### config.mk
export PLATFORM = sky130hd
export DESIGN_NAME = epv_top
export DESIGN_NICKNAME = d
export VERILOG_FILES = /design/src/logic/epv_pkg.sv /design/src/logic/epv_pick_if.sv /design/src/logic/epv_prio_pick.sv /design/src/logic/epv_top.sv
export SDC_FILE = /design/constraint.sdc
export NUM_CORES = 1
export LEC_CHECK = 0
export ABC_CLOCK_PERIOD_IN_PS = 6800
export BUFFER_PORTS_ARGS = -buffer_cell sky130_fd_sc_hd__buf_2
export CAP_MARGIN = 20
export CORE_AREA = 3 3 159 161
export CTS_CLUSTER_DIAMETER = 50
export DETAILED_ROUTE_END_ITERATION = 8
export DIE_AREA = 0 0 162 164
export HOLD_SLACK_MARGIN = 0.02
export SLEW_MARGIN = 5
export SYNTH_ARGS = -nofsm -noshare
export SYNTH_HDL_FRONTEND = slang
export SYNTH_SLANG_ARGS = --single-unit
export TNS_END_PERCENT = 1
### constraint.sdc
create_clock -name clk_in -period 6.8 [get_ports clk_in]
set_input_delay 1.36 -clock clk_in [delete_from_list [all_inputs] [get_ports clk_in]]
set_output_delay 1.36 -clock clk_in [all_outputs]
set_load 0.02 [all_outputs]
### src/logic/epv_pkg.sv
// Constants for exception priority and vectoring
// Summary of operation
// - Lowest priority number among pending events wins
// - Later pipeline entry means younger instruction
// - Reset first, fixed start address, return undefined
// - Debug halt second, debug address, first uncompleted
// - Unrecoverable error third, base plus zero
// - Protection multiple hit fourth, base plus four
// - Data bus error fifth, first uncompleted saved
// - Fetch bus error sixth, first uncompleted saved
// - NMI seventh, first uncompleted saved
// - Interrupt levels three..zero autovectored, priorities 8-11
// - Bad instruction address twelfth, offending PC saved
// - Instruction miss thirteenth, protection fourteenth
// - Debug breakpoint fifteenth, first uncompleted saved
// - Illegal sixteenth, unimplemented seventeenth, offending PC
// - Privilege violation eighteenth, offending PC saved
// - Coprocessor instruction raises absent exception, twentieth
// - Supervisor call, return address call plus two
// - Data address read 22, write 23
// - Data miss read 24, write 25
// - Data protection read 26, write 27
// - Never raise floating-point or page-modified events
package epv_pkg;
    localparam int NUM_EVT    = 28;
    localparam int NUM_SLOT   = 2;
    localparam int SEQ_W      = 4;
    localparam int PRIO_W     = 5;
    localparam int IDX_W      = 5;

    // Event indices: priority number minus one
    localparam logic [IDX_W-1:0] E_RESET   = 5'h00;
    localparam logic [IDX_W-1:0] E_DBGHALT = 5'h01;
    localparam logic [IDX_W-1:0] E_UNREC   = 5'h02;
    localparam logic [IDX_W-1:0] E_MULTHIT = 5'h03;
    localparam logic [IDX_W-1:0] E_BUSDATA = 5'h04;
    localparam logic [IDX_W-1:0] E_BUSFTCH = 5'h05;
    localparam logic [IDX_W-1:0] E_NMI     = 5'h06;
    localparam logic [IDX_W-1:0] E_IRQ3    = 5'h07;
    localparam logic [IDX_W-1:0] E_IRQ0    = 5'h0A;
    localparam logic [IDX_W-1:0] E_BRKPT   = 5'h0E;
    localparam logic [IDX_W-1:0] E_SCALL   = 5'h14;

    // Events that come from an instruction in the pipeline
    localparam logic [NUM_EVT-1:0] INSTR_EVT_MASK = 28'h7FBB800;
    // Events that never occur: floating point, page modified
    localparam logic [NUM_EVT-1:0] UNUSED_MASK    = 28'h8040000;
    // Events saving the first non-completed instruction
    localparam logic [NUM_EVT-1:0] FIRST_NC_MASK  = 28'h00047F2;

    localparam logic [31:0] RESET_ADDR = 32'h08000000;
    localparam logic [31:0] SCALL_RET_INC = 32'h00000002;

    // Handler offsets from the vector base, by event index
    localparam logic [NUM_EVT*9-1:0] OFFSET_TABLE = {
        9'h044, 9'h040, 9'h03C, 9'h070, 9'h060, 9'h038, 9'h034, 9'h100,
        9'h030, 9'h02C, 9'h028, 9'h024, 9'h020, 9'h01C, 9'h018, 9'h050,
        9'h014, 9'h000, 9'h000, 9'h000, 9'h000, 9'h010, 9'h00C, 9'h008,
        9'h004, 9'h000, 9'h000, 9'h000};
endpackage : epv_pkg

### src/logic/epv_pick_if.sv
// Pending vector and winner between top and picker
`timescale 1ns/10ps
`default_nettype none
interface epv_pick_if;
    logic [epv_pkg::NUM_EVT-1:0] pend;
    logic                        any;
    logic [epv_pkg::IDX_W-1:0]   win;
    modport req (output pend, input any, input win);
    modport pick (input pend, output any, output win);
endinterface : epv_pick_if
`default_nettype wire

### src/logic/epv_prio_pick.sv
// Lowest-index pending event picker
`timescale 1ns/10ps
`default_nettype none
module epv_prio_pick (
    epv_pick_if.pick pk
);
    logic [epv_pkg::NUM_EVT-1:0] seen;
    logic [epv_pkg::IDX_W-1:0]   enc [epv_pkg::NUM_EVT];

    genvar gi;
    generate
        for (gi = 0; gi < epv_pkg::NUM_EVT; gi = gi + 1) begin : g_chain
            if (gi == 0) begin : g_first
                assign seen[gi] = pk.pend[gi];
                assign enc[gi]  = '0;
            end else begin : g_next
                assign seen[gi] = seen[gi-1] | pk.pend[gi];
                // Keep the earlier (higher priority) winner
                assign enc[gi]  = seen[gi-1] ? enc[gi-1] : epv_pkg::IDX_W'(gi);
            end
        end
    endgenerate

    assign pk.any = seen[epv_pkg::NUM_EVT-1];
    assign pk.win = enc[epv_pkg::NUM_EVT-1];
endmodule : epv_prio_pick
`default_nettype wire

### src/logic/epv_top.sv
// Exception priority resolution and vector generation
`timescale 1ns/10ps
`default_nettype none
module epv_top (
    // Clock, reset, enable
    input  wire logic        clk_in,
    input  wire logic        sys_rst_in,
    input  wire logic        clk_en_in,
    // Vector base written by software
    input  wire logic [31:0] exception_vector_base_in,
    // Debug system
    input  wire logic        debug_halt_in,
    input  wire logic [31:0] debug_handler_addr_in,
    input  wire logic        debug_brkpt_in,
    // Internal error and protection unit
    input  wire logic        unrec_err_in,
    input  wire logic [31:0] unrec_pc_in,
    input  wire logic        mpu_multi_hit_in,
    input  wire logic [31:0] mpu_multi_hit_pc_in,
    // Bus errors
    input  wire logic        bus_err_data_in,
    input  wire logic        bus_err_fetch_in,
    // Non-maskable interrupt pin, active low
    input  wire logic        nmi_n_in,
    // Interrupt controller
    input  wire logic [3:0]  irq_req_in,
    input  wire logic [31:0] irq_autovec_in,
    // Pipeline
    input  wire logic [31:0] first_nc_pc_in,
    input  wire logic [1:0]  slot_vld_in,
    input  wire logic [7:0]  slot_seq_in,
    input  wire logic [63:0] slot_pc_in,
    input  wire logic [55:0] slot_exc_in,
    // Vector output
    output logic             exc_take_out,
    output logic [4:0]       exc_prio_out,
    output logic [31:0]      handler_addr_out,
    output logic [31:0]      ret_addr_out,
    output logic             ret_valid_out,
    output logic             fetch_redirect_out,
    output logic             slot_sel_out
);
    localparam int N  = epv_pkg::NUM_EVT;
    localparam int SW = epv_pkg::SEQ_W;

    // Registers
    logic        reset_pend_ff;
    logic        nmi_meta_ff;
    logic        nmi_sync_n_ff;
    logic        nmi_prev_n_ff;
    logic        nmi_pend_ff;
    logic        take_ff;
    logic [4:0]  prio_ff;
    logic [31:0] handler_ff;
    logic [31:0] ret_ff;
    logic        ret_vld_ff;
    logic        redirect_ff;
    logic        slot_sel_ff;

    // Slot fields
    logic [SW-1:0]   seq0;
    logic [SW-1:0]   seq1;
    logic [31:0]     pc0;
    logic [31:0]     pc1;
    logic [N-1:0]    exc0;
    logic [N-1:0]    exc1;
    logic            has0;
    logic            has1;
    logic [SW-1:0]   seq_diff;
    logic            slot0_older;
    logic            use_slot1;
    logic [N-1:0]    instr_evt;
    logic [31:0]     instr_pc;

    // Resolution
    logic [N-1:0]    async_evt;
    logic [N-1:0]    all_evt;
    logic            can_take;
    logic [4:0]      win;
    logic            any;
    logic [8:0]      win_ofs;
    logic [31:0]     base_addr;
    logic [31:0]     nxt_handler;
    logic [31:0]     offending_pc;
    logic [31:0]     nxt_ret;
    logic            nxt_ret_vld;
    logic            win_first_nc;
    logic            win_is_irq;
    logic            win_is_unrec;
    logic            win_is_multhit;
    logic            nmi_fall;
    logic            nmi_taken;

    epv_pick_if pk_if ();

    epv_prio_pick u_pick (
        .pk (pk_if.pick)
    );

    // Slot decode; 19 and 28 never enter
    assign seq0 = slot_seq_in[SW-1:0];
    assign seq1 = slot_seq_in[2*SW-1:SW];
    assign pc0  = slot_pc_in[31:0];
    assign pc1  = slot_pc_in[63:32];
    assign exc0 = {slot_exc_in[27:0] & epv_pkg::INSTR_EVT_MASK & ~epv_pkg::UNUSED_MASK};
    assign exc1 = {slot_exc_in[55:28] & epv_pkg::INSTR_EVT_MASK & ~epv_pkg::UNUSED_MASK};
    assign has0 = slot_vld_in[0] & (|exc0);
    assign has1 = slot_vld_in[1] & (|exc1);

    // Slot 1 younger when it entered later, modulo tag wrap
    assign seq_diff    = seq1 - seq0;
    assign slot0_older = (seq_diff != '0) & ~seq_diff[SW-1];
    assign use_slot1   = has1 & (~has0 | ~slot0_older);
    assign instr_evt   = use_slot1 ? exc1 : (has0 ? exc0 : '0);
    assign instr_pc    = use_slot1 ? pc1 : pc0;

    // Events outside the instruction stream
    assign async_evt[0]  = reset_pend_ff;
    assign async_evt[1]  = debug_halt_in;
    assign async_evt[2]  = unrec_err_in;
    assign async_evt[3]  = mpu_multi_hit_in;
    assign async_evt[4]  = bus_err_data_in;
    assign async_evt[5]  = bus_err_fetch_in;
    assign async_evt[6]  = nmi_pend_ff;
    assign async_evt[10:7] = {irq_req_in[0], irq_req_in[1], irq_req_in[2],
                              irq_req_in[3]};
    assign async_evt[13:11] = '0;
    assign async_evt[14] = debug_brkpt_in;
    assign async_evt[N-1:15] = '0;

    // One flush cycle follows every take
    assign can_take   = ~take_ff;
    assign all_evt    = (async_evt | instr_evt) & ~epv_pkg::UNUSED_MASK;
    assign pk_if.pend = can_take ? all_evt : '0;
    assign win        = pk_if.win;
    assign any        = pk_if.any;

    // Handler address selection
    assign win_ofs     = epv_pkg::OFFSET_TABLE[win*9 +: 9];
    assign base_addr   = exception_vector_base_in + {23'h000000, win_ofs};
    assign win_is_irq  = (win >= epv_pkg::E_IRQ3) & (win <= epv_pkg::E_IRQ0);
    assign nxt_handler = (win == epv_pkg::E_RESET)   ? epv_pkg::RESET_ADDR :
                         (win == epv_pkg::E_DBGHALT) ? debug_handler_addr_in :
                         win_is_irq                  ? irq_autovec_in :
                         base_addr;
    // Table offsets also

    // Return address selection
    assign win_first_nc   = epv_pkg::FIRST_NC_MASK[win];
    assign win_is_unrec   = (win == epv_pkg::E_UNREC);
    assign win_is_multhit = (win == epv_pkg::E_MULTHIT);
    assign offending_pc   = win_is_unrec   ? unrec_pc_in :
                            win_is_multhit ? mpu_multi_hit_pc_in :
                            instr_pc;
    assign nxt_ret = win_first_nc ? first_nc_pc_in :
                     (win == epv_pkg::E_SCALL) ? instr_pc + epv_pkg::SCALL_RET_INC :
                     offending_pc;
    assign nxt_ret_vld = (win != epv_pkg::E_RESET);

    // NMI falling edge, taken once per edge
    assign nmi_fall  = nmi_prev_n_ff & ~nmi_sync_n_ff;
    assign nmi_taken = any & can_take & (win == epv_pkg::E_NMI);

    // NMI pin synchroniser
    always_ff @(posedge clk_in or posedge sys_rst_in) begin
        if (sys_rst_in) begin
            nmi_meta_ff   <= 1'b1;
            nmi_sync_n_ff <= 1'b1;
            nmi_prev_n_ff <= 1'b1;
        end else if (clk_en_in) begin
            nmi_meta_ff   <= nmi_n_in;
            nmi_sync_n_ff <= nmi_meta_ff;
            nmi_prev_n_ff <= nmi_sync_n_ff;
        end
    end

    // NMI pending until taken, new edge wins
    always_ff @(posedge clk_in or posedge sys_rst_in) begin
        if (sys_rst_in) begin
            nmi_pend_ff <= 1'b0;
        end else if (clk_en_in) begin
            nmi_pend_ff <= nmi_fall | (nmi_pend_ff & ~nmi_taken);
        end
    end

    // Reset vector pending after release
    always_ff @(posedge clk_in or posedge sys_rst_in) begin
        if (sys_rst_in) begin
            reset_pend_ff <= 1'b1;
        end else if (clk_en_in && any && can_take && win == epv_pkg::E_RESET) begin
            reset_pend_ff <= 1'b0;
        end
    end

    // Take strobe and vector registers
    always_ff @(posedge clk_in or posedge sys_rst_in) begin
        if (sys_rst_in) begin
            take_ff     <= 1'b0;
            redirect_ff <= 1'b0;
        end else if (clk_en_in) begin
            take_ff     <= any & can_take;
            redirect_ff <= any & can_take;
        end
    end

    always_ff @(posedge clk_in or posedge sys_rst_in) begin
        if (sys_rst_in) begin
            prio_ff     <= 5'h00;
            handler_ff  <= 32'h00000000;
            ret_ff      <= 32'h00000000;
            ret_vld_ff  <= 1'b0;
            slot_sel_ff <= 1'b0;
        end else if (clk_en_in && any && can_take) begin
            prio_ff     <= win + 5'h01;
            handler_ff  <= nxt_handler;
            ret_ff      <= nxt_ret_vld ? nxt_ret : 32'h00000000;
            ret_vld_ff  <= nxt_ret_vld;
            slot_sel_ff <= use_slot1;
        end
    end

    assign exc_take_out       = take_ff;
    assign exc_prio_out       = prio_ff;
    assign handler_addr_out   = handler_ff;
    assign ret_addr_out       = ret_ff;
    assign ret_valid_out      = ret_vld_ff;
    assign fetch_redirect_out = redirect_ff;
    assign slot_sel_out       = slot_sel_ff;
endmodule : epv_top
`default_nettype wire

==> results.ini, run 1 <==
[floorplan]
pin_count = 409
initial_core_util = 0.3247
rows = 57
dieArea_um2 = 26570
die_x_um = 162
core_area_um2 = 24110
die_y_um = 164

[sta]
fmax_mhz = 151.6
hold_ws_ns = 0.4778
setup_viol = 0
period_share = 0.9699
finalHoldViolCount = 0
skew_ns = 0.005928
worst_pin_slew_ns = 0.7816
drv_slew = 0
fin_crit_ns = 6.596
worst_slack_ns = 0.2043
relSlewSlack = 0.4789

[drt]
dr.first_iter.drc_count = 737
drc = 0
finalWirelength_mm = 33.76
antenna_left = 0
dr_total_vias = 9297
via_per_inst = 5.340
wire_per_inst_um = 19.39
firstDrtPassIters = 5

[setup_path]
rr_endpoint = handler_addr_out[28]
crit_path_start_kind = input pin
cpPeakStageDelay_ns = 0.47
critPathArrivalTime_ns = 6.81
required_ns = 7.01
cp-end-kind = register
crit_slowest_cell = fa_1
path_buf_inv = 5
r2r_cells = 24
crit_start = slot_seq_in[4]
crit_path_max_fanout = 5
critPathTopFamily = compound AO/OA/AOI/OAI gates
r2r_start = fetch_redirect_out
ff2ff_setup_slack_ns = 1.59
critical_path_class = in2reg

[synth]
synth_seq_cells = 77
synthCells = 974
synth_edf_count = 0
ys_types = 81
synth_compound_area_frac = 0.2526
avgSynthCellArea_um2 = 8.035
synth-main-ff-cell = dfrtp_1
synth_top_area_share = 0.2334
synthXorXnorAreaFrac = 0.07386
synth_mux_area_frac = 0.1498
syn-cell-area_um2 = 7826
yosysTopAreaCell = dfrtp_1
ys_warn_count = 0
synth_top_family_by_area = compound AO/OA/AOI/OAI gates
synthAdderAreaFrac = 0.03389
async_flop_share = 1.000
synth_area_leaders = dfrtp_1 23%, mux2i_1 13%, nand2_1 7.0%
synthSimpleGateAreaFrac = 0.1894
syn_nets = 1330
yosysSeqAreaShare = 0.2468

[min_path]
holdPathStages = 1
min_from = reset_pend_ff
holdPathEnd = reset_pend_ff
hold_class = reg2reg

[placed_design]
io_buffers = 380
routabilityCongestion = 0.9425
dpl_cell_area_um2 = 10740
dp_hpwl_mm = 27.24
dpl_worst_slack_ns = -0.4061

[global_route]
grt_overflow = 0
grt_pass1_wl_mm = 49.69
track_usage = 0.2367
antenna_found_initial = 3
grt_max_degree = 50
grt_pass1_vias = 8890

[final_layout]
final_cell_mix = 380 x buf_2, 145 x nand2_1, 98 x buf_4, 97 x mux2i_1, 73 x dfrtp_1
area_delta_synth_final_pct = 44.30
mostFrequentLayoutCell = buf_2
layout.nets = 1766
num-fill-cells = 2532
fin_util = 0.4685
final_layout_size_suffix_gt1_frac = 0.4021
stdcell_area_um2 = 11290

[flow_run]
maxCapViolations = 0

[cts]
h-tree-depth = 3
cts_sinks = 77
clk_latency_ns = 0.33
path_clk_slew_ns = 0.06
cts-hold-fix-buffers = 0
clock-root-buffer = clkbuf_16
cts_tree = done
numCtsBuffers = 9
clock_path_buffers = 2

[power]
power.density_nw_per_um2 = 338.6
pwr-share-clk = 0.137
p_seq_frac = 0.205
power_switching_w = 0.001770
p_comb_frac = 0.657
internal-power_w = 0.002054
p_leak_nw = 5.609
max-vdd-ir-drop_mv = 0.1816
p_total_w = 0.003824
swShare = 0.4629

[run_status]
outcome = completed

synth_stat cells, drive strengths merged (26+ instances only):
| library cell | instances |
|---|---|
| dfrtp | 73 |
| nand3 | 40 |
| xor2 | 28 |
| a21oi | 34 |
| nand2 | 147 |
| nor2 | 50 |
| mux2i | 98 |
| buf | 32 |
| inv | 39 |
| xnor2 | 38 |
| clkbuf | 26 |
| a22oi | 38 |
| o21ai | 77 |
state kept, by name (all words and copies together) (netlist names):
signal	flops
handler_addr_out	32
ret_addr_out	32
exc_prio_out	5
fetch_redirect_out	1
nmi_meta_ff	1
nmi_pend_ff	1
nmi_prev_n_ff	1
nmi_sync_n_ff	1
reset_pend_ff	1
ret_valid_out	1
slot_sel_out	1
routing by layer:
metal,vias to the layer above,share of wire,GRT usage
li1,4466,-,-
met1,4408,0.44,0.3210
met2,387,0.48,0.4045
met3,34,0.074,0.03581
met4,2,0.013,0.04304
met5,-,0.00021,0
cell families after synthesis:
| logic type | Yosys count |
|---|---|
| compound gates | 280 |
| xor+xnor | 66 |
| fa+ha+maj | 20 |
| buf+inv | 97 |
| flops | 77 |
| mux | 115 |
| simple gates | 319 |
worst reg2reg max path: stages (launching register included):
cell	delay, ns
dfrtp_1	0.71
inv_1	0.42
and3_1	0.27
o31ai_1	0.06
buf_4	0.16
o211a_4	0.16
a41oi_4	0.14
a2111o_1	0.37
nand2_2	0.16
buf_6	0.13
ha_2	0.18
ha_1	0.17
a21oi_1	0.08
a311oi_2	0.34
ha_1	0.30
a21oi_1	0.13
nand2_1	0.08
a21o_1	0.19
a31o_2	0.26
and3_4	0.19
nand3_1	0.10
nor2_1	0.07
xor2_1	0.14
mux2i_1	0.22
o21ai_1	0.09
metrics by stage:
| stage | std cells | setup TNS, ns |
|---|---|---|
| 2_1_floorplan | 974 | -0.01756 |
| 3_3_place_gp | 1714 | -2.481 |
| 3_5_place_dp | 1714 | -3.806 |
| 4_1_cts | 1730 | 0 |
| 5_1_grt | 1741 | -0.02496 |
| 6_report | 1741 | 0 |
final cells by class:
cell class | instances | area (um^2) | area share
Tap cell | 324 | 405.4 | 0.03590
Multi-Input combinational cell | 800 | 5758 | 0.5099
Antenna cell | 2 | 5.005 | 0.0004432
Clock inverter | 6 | 86.33 | 0.007645
Inverter | 39 | 147.6 | 0.01307
Sequential cell | 77 | 1932 | 0.1711
Timing Repair Buffer | 483 | 2720 | 0.2409
Clock buffer | 10 | 239.0 | 0.02116
worst max path at each step:
| stage | to | slack, ns | depth (start not counted) |
|---|---|---|---|
| 6_report | handler_addr_out[28] | 0.20 | 30 |
| 3_3_place_gp | handler_addr_out[27] | -0.28 | 29 |
| 3_5_place_dp | handler_addr_out[27] | -0.41 | 29 |
| 5_1_grt | handler_addr_out[28] | -0.01 | 30 |
| 4_1_cts | handler_addr_out[27] | 0.005 | 29 |
| 2_1_floorplan | handler_addr_out[30] | -0.01 | 32 |
power by group through the flow:
stage / sequential [W] / combinational [W] / clock (W)
CTS: 0.000784 / 0.00244 / 0.000540
global placement: 0.000783 / 0.00242 / 0
detailed placement: 0.000783 / 0.00244 / 0
finish: 0.000785 / 0.00251 / 0.000525
global route: 0.000809 / 0.00272 / 0.000555
floorplan: 0.00102 / 0.00128 / 0
timing repair:
item	CTS	global route
setup buffers	0	9
setup endpoints to repair	1	20
resized for setup	1	28
pin swaps	0	25
endpoints found under the hold margin	0	0
(Power assumes the default switching activity.)
==> inputs of run 2 (changes only) <==
--- a/config.mk
+++ b/config.mk
@@ -8,11 +8,14 @@
 export ABC_CLOCK_PERIOD_IN_PS = 6800
 export BUFFER_PORTS_ARGS = -buffer_cell sky130_fd_sc_hd__buf_2
 export CAP_MARGIN = 20
-export CORE_AREA = 3 3 159 161
+export CELL_PAD_IN_SITES_DETAIL_PLACEMENT = 1
+export CELL_PAD_IN_SITES_GLOBAL_PLACEMENT = 2
+export CORE_MARGIN = 3
+export CORE_UTILIZATION = 25
 export CTS_CLUSTER_DIAMETER = 50
 export DETAILED_ROUTE_END_ITERATION = 8
-export DIE_AREA = 0 0 162 164
 export HOLD_SLACK_MARGIN = 0.02
+export PLACE_DENSITY_LB_ADDON = 0.1
 export SLEW_MARGIN = 5
 export SYNTH_ARGS = -nofsm -noshare
 export SYNTH_HDL_FRONTEND = slang
==> run 2 against run 1 <==
Hold slack improved by 0.0020 ns. Combinational power grew 2%. Power is 1.6% higher. Register-to-register slack improved by 0.23 ns. Largest power group unchanged.
==> results.ini, run 2 (synthesis gave the netlist of run 1 again) <==
[drt]
highest_layer = met5  ; unchanged
wl_met2_mm = 17.74  ; was 16.04 mm
finalWirelength_mm = 37.60  ; was 33.76 mm
drc = 0  ; unchanged
via_per_inst = 5.064  ; was 5.340
wl_met1_mm = 16.60  ; was 14.78 mm
dr_total_vias = 9186  ; was 9297
dr.first_iter.drc_count = 307  ; was 737
wl_met3_mm = 2.538  ; was 2.497 mm
firstDrtPassIters = 4  ; was 5
antenna_left = 0  ; unchanged
wire_per_inst_um = 20.73  ; was 19.39 um

[cts]
h-tree-depth = 3  ; unchanged
cts_tree = done  ; unchanged
cts_sinks = 77  ; unchanged
clk_latency_ns = 0.36  ; was 0.33 ns
numCtsBuffers = 9  ; unchanged
path_clk_slew_ns = 0.07  ; was 0.06 ns
clock_path_buffers = 2  ; unchanged
clock-root-buffer = clkbuf_16  ; unchanged

[setup_path]
cp-end-kind = register  ; unchanged
required_ns = 7.05  ; was 7.01 ns
ff2ff_setup_slack_ns = 1.82  ; was 1.59 ns
crit_start = slot_seq_in[4]  ; unchanged
cp.depth = 31  ; was 30
cp_common_cell = a21o_1
r2r_start = reset_pend_ff  ; was fetch_redirect_out
crit_path_max_fanout = 7  ; was 5
cpPeakStageDelay_ns = 0.47  ; about the same
critPathTopFamily = compound AO/OA/AOI/OAI gates  ; unchanged
crit_slowest_cell = fa_1  ; unchanged
r2r_cells = 26  ; was 24
critical_path_class = in2reg  ; unchanged
path_buf_inv = 4  ; was 5
cp-endpoint = handler_addr_out[27]  ; was handler_addr_out[28]
crit_path_start_kind = input pin  ; unchanged
rr_endpoint = handler_addr_out[27]  ; was handler_addr_out[28]
critPathArrivalTime_ns = 6.80  ; was 6.81 ns

[global_route]
grt_pass1_wl_mm = 56.37  ; was 49.69 mm
track_usage = 0.2157  ; was 0.2367
grt_overflow = 0  ; unchanged
grt_pass1_vias = 9764  ; was 8890
antenna_found_initial = 11  ; was 3
grt_max_degree = 61  ; was 50

[sta]
grt_setup_unrepaired = true
drv_slew = 0  ; unchanged
finalHoldViolCount = 0  ; unchanged
relSlewSlack = 0.3835  ; was 0.4789
fmax_mhz = 152.5  ; was 151.6 MHz
setup_viol = 0  ; unchanged
worst_pin_slew_ns = 0.8990  ; was 0.7816 ns
fin_crit_ns = 6.555  ; was 6.596 ns
skew_ns = 0.007789  ; was 0.005928 ns
setup_tns_ns = 0  ; unchanged
period_share = 0.9640  ; was 0.9699

[final_layout]
fin_cells = 1814  ; was 1741
area_delta_synth_final_pct = 44.96  ; was 44.30%
fin_util = 0.3689  ; was 0.4685
final_layout_size_suffix_gt1_frac = 0.3979  ; was 0.4021
mostFrequentLayoutCell = buf_2  ; unchanged
final_cell_mix = 380 x buf_2, 145 x nand2_1, 97 x mux2i_1, 92 x buf_4, 73 x dfrtp_1  ; was 380 x buf_2, 145 x nand2_1, 98 x buf_4, 97 x mux2i_1, 73 x dfrtp_1
layout.nets = 1761  ; was 1766

[run_status]
outcome = completed  ; unchanged

[flow_run]
maxCapViolations = 0  ; unchanged

[floorplan]
rows = 64  ; was 57
pin_count = 409  ; unchanged
die_x_um = 182.9  ; was 162 um
core_area_um2 = 30750  ; was 24110 um^2
initial_core_util = 0.2545  ; was 0.3247
die_y_um = 182.9  ; was 164 um
dieArea_um2 = 33460  ; was 26570 um^2

[placed_design]
routabilityCongestion = 0.8691  ; was 0.9425
dp.cells = 1785  ; was 1714
dp_hpwl_mm = 30.38  ; was 27.24 mm
io_buffers = 380  ; unchanged

[min_path]
hold_class = reg2reg  ; unchanged

[power]
max-vdd-ir-drop_mv = 0.1400  ; was 0.1816 mV
power.density_nw_per_um2 = 342.6  ; was 338.6 nW/um^2
p_total_w = 0.003886  ; was 0.003824 W
p_leak_nw = 5.574  ; was 5.609 nW

==> run 2: cell count changes in the layout (fill, tap and decap cells not counted), sizes merged <==
cell | before | now
inv | 38 | 40
diode | 2 | 8
clkinv | 4 | 2
buf | 483 | 478
==> run 2: where the power goes <==
group          switching, W  total, W  internal (W)
Clock              0.000233  0.000559      0.000326
Sequential         0.000110  0.000775      0.000665
Combinational       0.00147   0.00255       0.00108
Total               0.00181   0.00389       0.00207
==> run 2: area by class of cell <==
cell class	count	area [um^2]
antenna	8	20.02
clock buffer	10	229.0
clock inverter	6	93.84
fill	3853	19400
inverter	39	150.1
multi-input combinational	800	5734
sequential	77	1932
tap	396	495.5
timing repair buffer	478	2690
==> run 2: routing by layer <==
metal / global-route usage / vias to the layer above
li1: - / 4469
met1: 0.2757 / 4398
met2: 0.3604 / 271
met3: 0.05871 / 38
met4: 0.05759 / 10
met5: 0 / -
==> run 2: repair_timing <==
action	CTS	global route
hold buffers	0	0
setup endpoints to repair	2	23
pin swaps	0	13
buffers inserted	0	4
gates resized for setup	2	29
gates cloned	0	0
==> run 2: metrics by stage <==
step	setup slack (ns)	area [um^2]	hold WS [ns]
2_1_floorplan	-0.01389	7910	0.4541
3_3_place_gp	-0.2924	10820	0.4573
3_5_place_dp	-0.4129	10820	0.4705
4_1_cts	-0.01876	11160	0.4840
5_1_grt	-0.04842	11340	0.4932
6_report	0.2446	11340	0.4798
==> run 2: worst min-delay path by stage <==
| stage | cells after the start | startpoint | end |
|---|---|---|---|
| 2_1_floorplan | 1 | reset_pend_ff | reset_pend_ff |
| 3_3_place_gp | 2 | ret_addr_out[3] | ret_addr_out[3] |
| 3_5_place_dp | 2 | ret_addr_out[23] | ret_addr_out[23] |
| 4_1_cts | 1 | reset_pend_ff | reset_pend_ff |
| 5_1_grt | 1 | reset_pend_ff | reset_pend_ff |
| 6_report | 1 | reset_pend_ff | reset_pend_ff |
